## src/hw/nnpe_params.svh

```systemverilog
`ifndef NNPE_PARAMS_SVH
`define NNPE_PARAMS_SVH

// ==========================================
// encodings
`define NNPE_NEG_OPC        7'h36
`define NNPE_NEG_OPC_MSB    15
`define NNPE_NEG_OPC_LSB    9
`define NNPE_BANK_SEL_BIT   8
`define NNPE_NOP_WORD       16'h0000
`define NNPE_NOP_ALT_HI     4'hF
`define NNPE_POP_WORD       16'h0006

// ==========================================
// data addressing
`define NNPE_ADDR_W         12
`define NNPE_BANK_W         4
`define NNPE_ACCESS_SPLIT   8'h80
`define NNPE_ACCESS_LO_BANK 4'h0
`define NNPE_ACCESS_HI_BANK 4'hF

// ==========================================
// return stack
`define NNPE_PC_W           21
`define NNPE_STACK_DEPTH    31
`define NNPE_STACK_PTR_W    5
`define NNPE_STACK_RESET    21'h000000
`define NNPE_PTR_RESET      5'h00

// ==========================================
// flags
`define NNPE_FLAGS_RESET    5'h00

// ==========================================
// timing
`define NNPE_CLK_PERIOD_NS  100
`define NNPE_INSTR_CYCLE_NS 400
`define NNPE_PHASES         (`NNPE_INSTR_CYCLE_NS / `NNPE_CLK_PERIOD_NS)

`endif

```

## src/hw/nnpe_pkg.sv

```systemverilog
`include "nnpe_params.svh"

package nnpe_pkg;

	typedef enum logic [1:0] {
		NNPE_Q1 = 2'b00,
		NNPE_Q2 = 2'b01,
		NNPE_Q3 = 2'b10,
		NNPE_Q4 = 2'b11
	} nnpe_phase_e;

	typedef enum logic [1:0] {
		NNPE_OP_NONE = 2'b00,
		NNPE_OP_NEG  = 2'b01,
		NNPE_OP_NOP  = 2'b10,
		NNPE_OP_POP  = 2'b11
	} nnpe_op_e;

	typedef struct packed {
		logic n;
		logic overflow_flag;
		logic z;
		logic digit_carry_flag;
		logic c;
	} nnpe_flags_s;

	typedef struct packed {
		logic                     rd_en;
		logic                     wr_en;
		logic [`NNPE_ADDR_W-1:0] addr;
		logic [7:0]               wr_data;
	} nnpe_mem_req_s;

endpackage : nnpe_pkg

```

## src/hw/nnpe_negate_alu.sv

```systemverilog
`timescale 1ns/1ps

module nnpe_negate_alu (
	input  wire logic [7:0]           operand,
	output logic [7:0]                result,
	output nnpe_pkg::nnpe_flags_s     flags
);
	import nnpe_pkg::*;

	logic [8:0] sum;
	logic [4:0] low_sum;

	// ==========================================
	// two's complement as inverted value plus one
	always_comb begin
		sum                    = {1'b0, ~operand} + 9'h001;
		low_sum                = {1'b0, ~operand[3:0]} + 5'h01;
		result                 = sum[7:0];
		flags.n                = sum[7];
		flags.overflow_flag    = (operand == 8'h80);
		flags.z                = (sum[7:0] == 8'h00);
		flags.digit_carry_flag = low_sum[4];
		flags.c                = sum[8];
	end

endmodule : nnpe_negate_alu

```

## src/hw/nnpe_exec.sv

```systemverilog
`timescale 1ns/1ps
`include "nnpe_params.svh"

// Summary of operation
// - negate decodes replace the addressed byte with inverted value plus one.
// - negate updates N, overflow, carry, digit carry, zero; others keep flags.
// - bank bit 0 addresses the fixed access bank, ignoring the bank register.
// - bank bit 1 forms the address with the bank register's bank.
// - stack discard removes the top entry without loading it anywhere.
// - after discard, the previously pushed entry becomes the new top.
module nnpe_exec (
	input  wire logic                            clk,
	input  wire logic                            rst_n,
	input  wire logic [15:0]                     instr_word,
	input  wire logic                            instr_valid,
	input  wire logic [`NNPE_BANK_W-1:0]         bank_select_register,
	input  wire logic [7:0]                      mem_rd_data,
	output nnpe_pkg::nnpe_mem_req_s              mem_req,
	input  wire logic                            flags_load,
	input  nnpe_pkg::nnpe_flags_s                flags_load_data,
	output nnpe_pkg::nnpe_flags_s                status_flags,
	output logic                                 flag_wr_en,
	input  wire logic                            stack_push,
	input  wire logic [`NNPE_PC_W-1:0]           stack_push_data,
	output logic [`NNPE_PC_W-1:0]                return_stack_top,
	output logic [`NNPE_STACK_PTR_W-1:0]         stack_depth,
	output logic                                 stack_underflow,
	input  wire logic                            underflow_clear,
	output nnpe_pkg::nnpe_phase_e                q_phase,
	output nnpe_pkg::nnpe_op_e                   current_op,
	output logic                                 instr_done
);
	import nnpe_pkg::*;

	// ==========================================
	// decode helpers
	function automatic nnpe_op_e decode_op(input logic [15:0] word);
		if (word[`NNPE_NEG_OPC_MSB:`NNPE_NEG_OPC_LSB] == `NNPE_NEG_OPC) begin
			decode_op = NNPE_OP_NEG;
		end else if (word == `NNPE_POP_WORD) begin
			decode_op = NNPE_OP_POP;
		end else if (word == `NNPE_NOP_WORD || word[15:12] == `NNPE_NOP_ALT_HI) begin
			decode_op = NNPE_OP_NOP;
		end else begin
			decode_op = NNPE_OP_NONE;
		end
	endfunction : decode_op

	function automatic logic [`NNPE_ADDR_W-1:0] data_addr(
		input logic                      bank_bit,
		input logic [7:0]                offset,
		input logic [`NNPE_BANK_W-1:0]  bank
	);
		if (!bank_bit) begin
			// low half of the access bank maps to bank 0, high half to the top bank
			if (offset < `NNPE_ACCESS_SPLIT) begin
				data_addr = {`NNPE_ACCESS_LO_BANK, offset};
			end else begin
				data_addr = {`NNPE_ACCESS_HI_BANK, offset};
			end
		end else begin
			data_addr = {bank, offset};
		end
	endfunction : data_addr

	// ==========================================
	// signals
	nnpe_op_e                   op;
	logic [7:0]                 operand;
	logic [7:0]                 neg_result;
	nnpe_flags_s                neg_flags;
	logic [`NNPE_PC_W-1:0]      entries [0:`NNPE_STACK_DEPTH-1];
	logic                       do_pop;
	logic                       do_push;
	logic                       pop_ok;
	logic [`NNPE_STACK_PTR_W-1:0] next_depth;
	logic [`NNPE_STACK_PTR_W-1:0] write_idx;

	nnpe_negate_alu u_alu (
		.operand (operand),
		.result  (neg_result),
		.flags   (neg_flags)
	);

	// ==========================================
	// quarter phases, one instruction per four clocks
	always_ff @(posedge clk) begin
		if (!rst_n) begin
			q_phase <= NNPE_Q1;
		end else begin
			case (q_phase)
				NNPE_Q1: q_phase <= NNPE_Q2;
				NNPE_Q2: q_phase <= NNPE_Q3;
				NNPE_Q3: q_phase <= NNPE_Q4;
				NNPE_Q4: q_phase <= NNPE_Q1;
				default: q_phase <= NNPE_Q1;
			endcase
		end
	end

	// ==========================================
	// decode at end of Q1, held for the rest of the cycle
	always_ff @(posedge clk) begin
		if (!rst_n) begin
			op <= NNPE_OP_NONE;
		end else if (q_phase == NNPE_Q1) begin
			op <= instr_valid ? decode_op(instr_word) : NNPE_OP_NONE;
		end
	end

	assign current_op = op;

	// ==========================================
	// data memory: read in Q2, write back in Q4
	always_ff @(posedge clk) begin
		if (!rst_n) begin
			mem_req <= '0;
		end else begin
			case (q_phase)
				NNPE_Q1: begin
					mem_req.wr_en <= 1'b0;
					if (instr_valid && decode_op(instr_word) == NNPE_OP_NEG) begin
						mem_req.rd_en <= 1'b1;
						mem_req.addr  <= data_addr(instr_word[`NNPE_BANK_SEL_BIT],
							instr_word[7:0], bank_select_register);
					end else begin
						mem_req.rd_en <= 1'b0;
					end
				end
				NNPE_Q2: begin
					mem_req.rd_en <= 1'b0;
				end
				NNPE_Q3: begin
					// same address as the read, so the result lands in place
					if (op == NNPE_OP_NEG) begin
						mem_req.wr_en   <= 1'b1;
						mem_req.wr_data <= neg_result;
					end
				end
				NNPE_Q4: begin
					mem_req.wr_en <= 1'b0;
				end
				default: begin
					mem_req.rd_en <= 1'b0;
					mem_req.wr_en <= 1'b0;
				end
			endcase
		end
	end

	// operand captured at the end of Q2, processed during Q3
	always_ff @(posedge clk) begin
		if (!rst_n) begin
			operand <= 8'h00;
		end else if (q_phase == NNPE_Q2 && op == NNPE_OP_NEG) begin
			operand <= mem_rd_data;
		end
	end

	// ==========================================
	// status flags
	always_ff @(posedge clk) begin
		if (!rst_n) begin
			status_flags <= `NNPE_FLAGS_RESET;
			flag_wr_en   <= 1'b0;
		end else if (q_phase == NNPE_Q3 && op == NNPE_OP_NEG) begin
			status_flags <= neg_flags;
			flag_wr_en   <= 1'b1;
		end else begin
			flag_wr_en <= 1'b0;
			// no-op and discard leave the flags alone; the core may still load them
			if (flags_load) begin
				status_flags <= flags_load_data;
			end
		end
	end

	// ==========================================
	// completion strobe during Q4
	always_ff @(posedge clk) begin
		if (!rst_n) begin
			instr_done <= 1'b0;
		end else begin
			instr_done <= (q_phase == NNPE_Q3) && (op != NNPE_OP_NONE);
		end
	end

	// ==========================================
	// return stack
	assign do_pop  = (q_phase == NNPE_Q4) && (op == NNPE_OP_POP);
	assign pop_ok  = do_pop && (stack_depth != `NNPE_PTR_RESET);
	assign do_push = (q_phase == NNPE_Q4) && stack_push
		&& (pop_ok || stack_depth != `NNPE_STACK_PTR_W'(`NNPE_STACK_DEPTH));

	always_comb begin
		next_depth = stack_depth;
		write_idx  = stack_depth;
		if (pop_ok && do_push) begin
			next_depth = stack_depth;
			write_idx  = stack_depth - 5'h01;
		end else if (pop_ok) begin
			next_depth = stack_depth - 5'h01;
		end else if (do_push) begin
			next_depth = stack_depth + 5'h01;
		end
	end

	always_ff @(posedge clk) begin
		if (!rst_n) begin
			stack_depth <= `NNPE_PTR_RESET;
		end else begin
			stack_depth <= next_depth;
		end
	end

	// popped value is simply dropped: it feeds neither the pc nor a register
	genvar gi;
	generate
		for (gi = 0; gi < `NNPE_STACK_DEPTH; gi = gi + 1) begin : g_entry
			always_ff @(posedge clk) begin
				if (!rst_n) begin
					entries[gi] <= `NNPE_STACK_RESET;
				end else if (do_push && write_idx == `NNPE_STACK_PTR_W'(gi)) begin
					entries[gi] <= stack_push_data;
				end
			end
		end
	endgenerate

	// top follows depth, so after a discard the earlier push shows through
	always_ff @(posedge clk) begin
		if (!rst_n) begin
			return_stack_top <= `NNPE_STACK_RESET;
		end else if (do_push) begin
			return_stack_top <= stack_push_data;
		end else if (pop_ok) begin
			if (stack_depth > 5'h01) begin
				return_stack_top <= entries[stack_depth - 5'h02];
			end else begin
				return_stack_top <= `NNPE_STACK_RESET;
			end
		end
	end

	// sticky underflow: discard on an empty stack; the set wins over a clear
	always_ff @(posedge clk) begin
		if (!rst_n) begin
			stack_underflow <= 1'b0;
		end else if (do_pop && !pop_ok) begin
			stack_underflow <= 1'b1;
		end else if (underflow_clear) begin
			stack_underflow <= 1'b0;
		end
	end

endmodule : nnpe_exec

```

## config.mk

```make
export PLATFORM = sky130hd
export DESIGN_NAME = nnpe_exec
export DESIGN_NICKNAME = d
export VERILOG_FILES = /design/src/hw/nnpe_pkg.sv /design/src/hw/nnpe_negate_alu.sv /design/src/hw/nnpe_exec.sv
export VERILOG_INCLUDE_DIRS = /design/src /design/src/hw
export SDC_FILE = /design/constraint.sdc
export NUM_CORES = 1
export LEC_CHECK = 0
export BUFFER_PORTS_ARGS = -buffer_cell sky130_fd_sc_hd__buf_2
export CORE_AREA = 4 4 282 312
export CTS_CLUSTER_DIAMETER = 60
export DETAILED_ROUTE_END_ITERATION = 16
export DIE_AREA = 0 0 286 316
export PLACE_DENSITY_LB_ADDON = 0.1
export SLEW_MARGIN = 20
export SYNTH_ARGS = -nofsm -noshare
export SYNTH_HDL_FRONTEND = slang
export SYNTH_SLANG_ARGS = --single-unit
```

## constraint.sdc

```tcl
create_clock -name clk -period 7.3 [get_ports clk]
set_clock_uncertainty 0.15 [all_clocks]
set_input_delay 0 -clock clk [delete_from_list [all_inputs] [get_ports clk]]
set_output_delay 0 -clock clk [all_outputs]
set_load 0.1 [all_outputs]
```

==> flow_summary_export.csv <==
group,metric,value,unit
place,dpl.cell_count,3583,
worst_setup_path,crit_end,"entries[9][6]",
route,ant_nets,0,
route,wl_per_cell,27.3,µm
route,drc,0,
synth,synth_nets,2620,
clocking,cts_made_buffers,79,
synth,synth_cell_types,63,
grt,antenna_found_initial,1,
timing,fmax,199,MHz
clocking,clock_sinks,719,
timing,fin_tns_setup,0,ns
floorplan,die_w,286,µm
clocking,clkTransAtPathRegs,0.06,ns
synth,synth_warnings,0,
clocking,cts_root_buf,"clkbuf_16",
synth,syn_area,0.0337,mm²
finish,layout_common_cells,"edfxtp_1, nor3_1, nand2_1, nor3_2, buf_2",
finish,fin_cells,3806,
grt,grt.overflow.total,0,
timing,worstMarginPinSlew,1.16,ns
worst_hold_path,hp-start,"stack_push_data[1]",
timing,drv_slew,0,
clocking,cts_tree,"yes",
run,cap_violations,0,
pwr,p_per_area,250,mW/mm²
worst_hold_path,min_path_type,"in2reg",
clocking,htreeDepth,3,
route,drtIter0Drc,1807,
worst_setup_path,crit_path_end_kind,"flop",
grt,grt_pass1_vias,22600,
finish,layout-drive-gt1-share,25.3,%
finish,finish.utilization,45.4,%
timing,fin_ws,2.28,ns
floorplan,dieArea,0.0904,mm²
place,dp_hpwl,61400,µm
timing,fin_crit,5.02,ns
clocking,cts_max_path_buffers,3,
finish,fin_area,0.0385,mm²
grt,grt_start_max_net_pins,111,
route,firstDrtPassIters,5,
synth,ys_ff_latch,719,
route,vias,22200,
place,io_buffers,119,
pwr,total_power,9.63,mW
worst_setup_path,crit_path_max_fanout,51,
timing,worst_hold_slack,0.0509,ns
timing,period_share,68.7,%
floorplan,row_count,112,
timing,setup_viol,0,
worst_setup_path,reg2reg_to,"entries[9][6]",
clocking,post-cts-setup-buffers,0,
place,place_congestion,0.877,
clocking,insertion_delay,0.62,ns
place,placed_area,0.0351,mm²
worst_setup_path,reg2reg_from,"stack_depth[0]",
finish,final_common_cell,"edfxtp_1",
floorplan,core-area,0.0846,mm²
pwr,p_leak,12.6,nW
timing,relSlewSlack,22.1,%
grt,grt_pass1_wl,153000,µm
synth,syn_inst,2547,
route,viasPerCell,5.84,
timing,hold_violations,0,
synth,synthFlopType,"edfxtp_1",
timing,rsz0062_at_grt,"false",
place,pre_cts_slack,2.31,ns
finish,nNetsFinal,2675,
worst_setup_path,reg2reg_depth,9,
worst_setup_path,startpoint,"stack_depth[0]",
floorplan,start_util,39.8,%
route,drt-total-wl,104000,µm
pwr,peakVddDrop,162,µV
grt,globalRouteTotalUtil,22.7,%
finish,areaGrowthSynthToFinish,14.2,%
worst_setup_path,r2r_slack,2.28,ns
worst_setup_path,crit_required,7.45,ns
synth,synth-async-reset-ratio,0,%
status,outcome,"finished clean",
floorplan,io_pins,120,
synth,seq_area_frac_synth,62.1,%
synth,synth_edf_count,651,
worst_setup_path,worstSetupPathType,"reg2reg",
synth,avgSynthCellArea,13.2,µm²
floorplan,die_y,316,µm
worst_setup_path,critPathLaunchType,"flop",
worst_setup_path,worstPathArrival,5.16,ns
-- cell type report --
cell class	count	area [µm²]
antenna	1	2.50
inverter	33	124
fill	7731	46200
sequential	719	20900
multi-input combinational	1488	11400
clock buffer	107	2220
timing repair buffer	281	2060
clock inverter	37	288
tap	1140	1430
-- power breakdown --
group | total (mW) | internal (mW) | switching (mW) | leakage (nW)
clock | 3.91 | 2.27 | 1.64 | 1.23
sequential | 4.67 | 4.61 | 0.0561 | 7.27
combinational | 1.05 | 0.299 | 0.750 | 4.06
total | 9.63 | 7.18 | 2.44 | 12.6
-- critical path, stage by stage (launching register included) --
cell and delay (ns):
dfxtp_4 0.75, clkinv_1 0.47, ha_1 0.35, or4b_1 0.35
nand4_1 0.22, xnor2_1 0.55, nand2_4 0.51, buf_4 0.49
o21ai_2 0.45, buf_4 0.34
-- routing by layer --
layer | track usage, % | up-vias | part of all wire [%]
li1 | - | 9874 | -
met1 | 29.4 | 11500 | 41
met2 | 38.5 | 676 | 50
met3 | 3.52 | 167 | 5.5
met4 | 9.36 | 0 | 4.3
met5 | 0 | - | 0
-- cell usage after synthesis, types with 4 or more instances --
| cell type | instances | area (µm²) |
|---|---|---|
| buf_1 | 17 | 63.8 |
| or3_1 | 4 | 25.0 |
| a22oi_1 | 21 | 158 |
| xnor2_1 | 11 | 96.3 |
| xor2_1 | 5 | 43.8 |
| nor2_1 | 75 | 282 |
| buf_2 | 75 | 375 |
| a41oi_1 | 21 | 184 |
| buf_6 | 26 | 293 |
| clkbuf_1 | 166 | 623 |
| nand4_1 | 9 | 56.3 |
| mux4_2 | 105 | 2360 |
| and3_1 | 4 | 25.0 |
| o21ai_0 | 36 | 180 |
| a32oi_1 | 21 | 184 |
| nand3_1 | 54 | 270 |
| a211o_1 | 21 | 184 |
| a211oi_1 | 7 | 52.6 |
| mux2i_1 | 57 | 571 |
| nor3_2 | 188 | 1880 |
| nor2b_1 | 4 | 25.0 |
| inv_1 | 31 | 116 |
| edfxtp_1 | 651 | 19500 |
| buf_4 | 22 | 165 |
| mux2_2 | 6 | 67.6 |
| a21oi_1 | 52 | 260 |
| o221ai_1 | 21 | 184 |
| nor3_1 | 474 | 2370 |
| nand2_1 | 196 | 736 |
| and2_1 | 5 | 31.3 |
| dfxtp_1 | 68 | 1360 |
| a22o_1 | 42 | 368 |
| ha_1 | 13 | 163 |
-- repair_timing --
| action | CTS | global route |
|---|---|---|
| gates resized for setup | 0 | 0 |
| hold buffers | 76 | 0 |
| hold endpoints to repair | 133 | 0 |
| setup endpoints to repair | 0 | 0 |
-- cell families after synthesis --
logic type               Yosys count  synth area share [%]
buffers and inverters            340                  4.90
AND/OR/NAND/NOR                 1031                  17.4
adder cells (fa/ha/maj)           13                 0.483
flip-flops                       719                  62.1
multiplexers                     169                  8.98
AO/OA/AOI/OAI                    258                  5.63
XOR/XNOR                          17                 0.464
-- flip-flops by register name (all words and copies together), names as in the netlist, 2 cells and up --
name              cells
current_op            2
entries             651
mem_req              22
operand               8
q_phase               2
return_stack_top     21
stack_depth           5
status_flags          5
-- how the worst min path moves through the flow --
stage                                 endpoint  slack (ns)  cells past startpoint
final                      return_stack_top[1]        0.05                      4
after global routing       return_stack_top[1]        0.04                      4
after CTS                 return_stack_top[19]        0.02                      4
after detailed placement            mem_req[8]        0.12                      3
after global placement             mem_req[12]        0.10                      3
after floorplan                    mem_req[10]      -0.003                      2
Note: power is estimated with default switching activity, not from simulation.
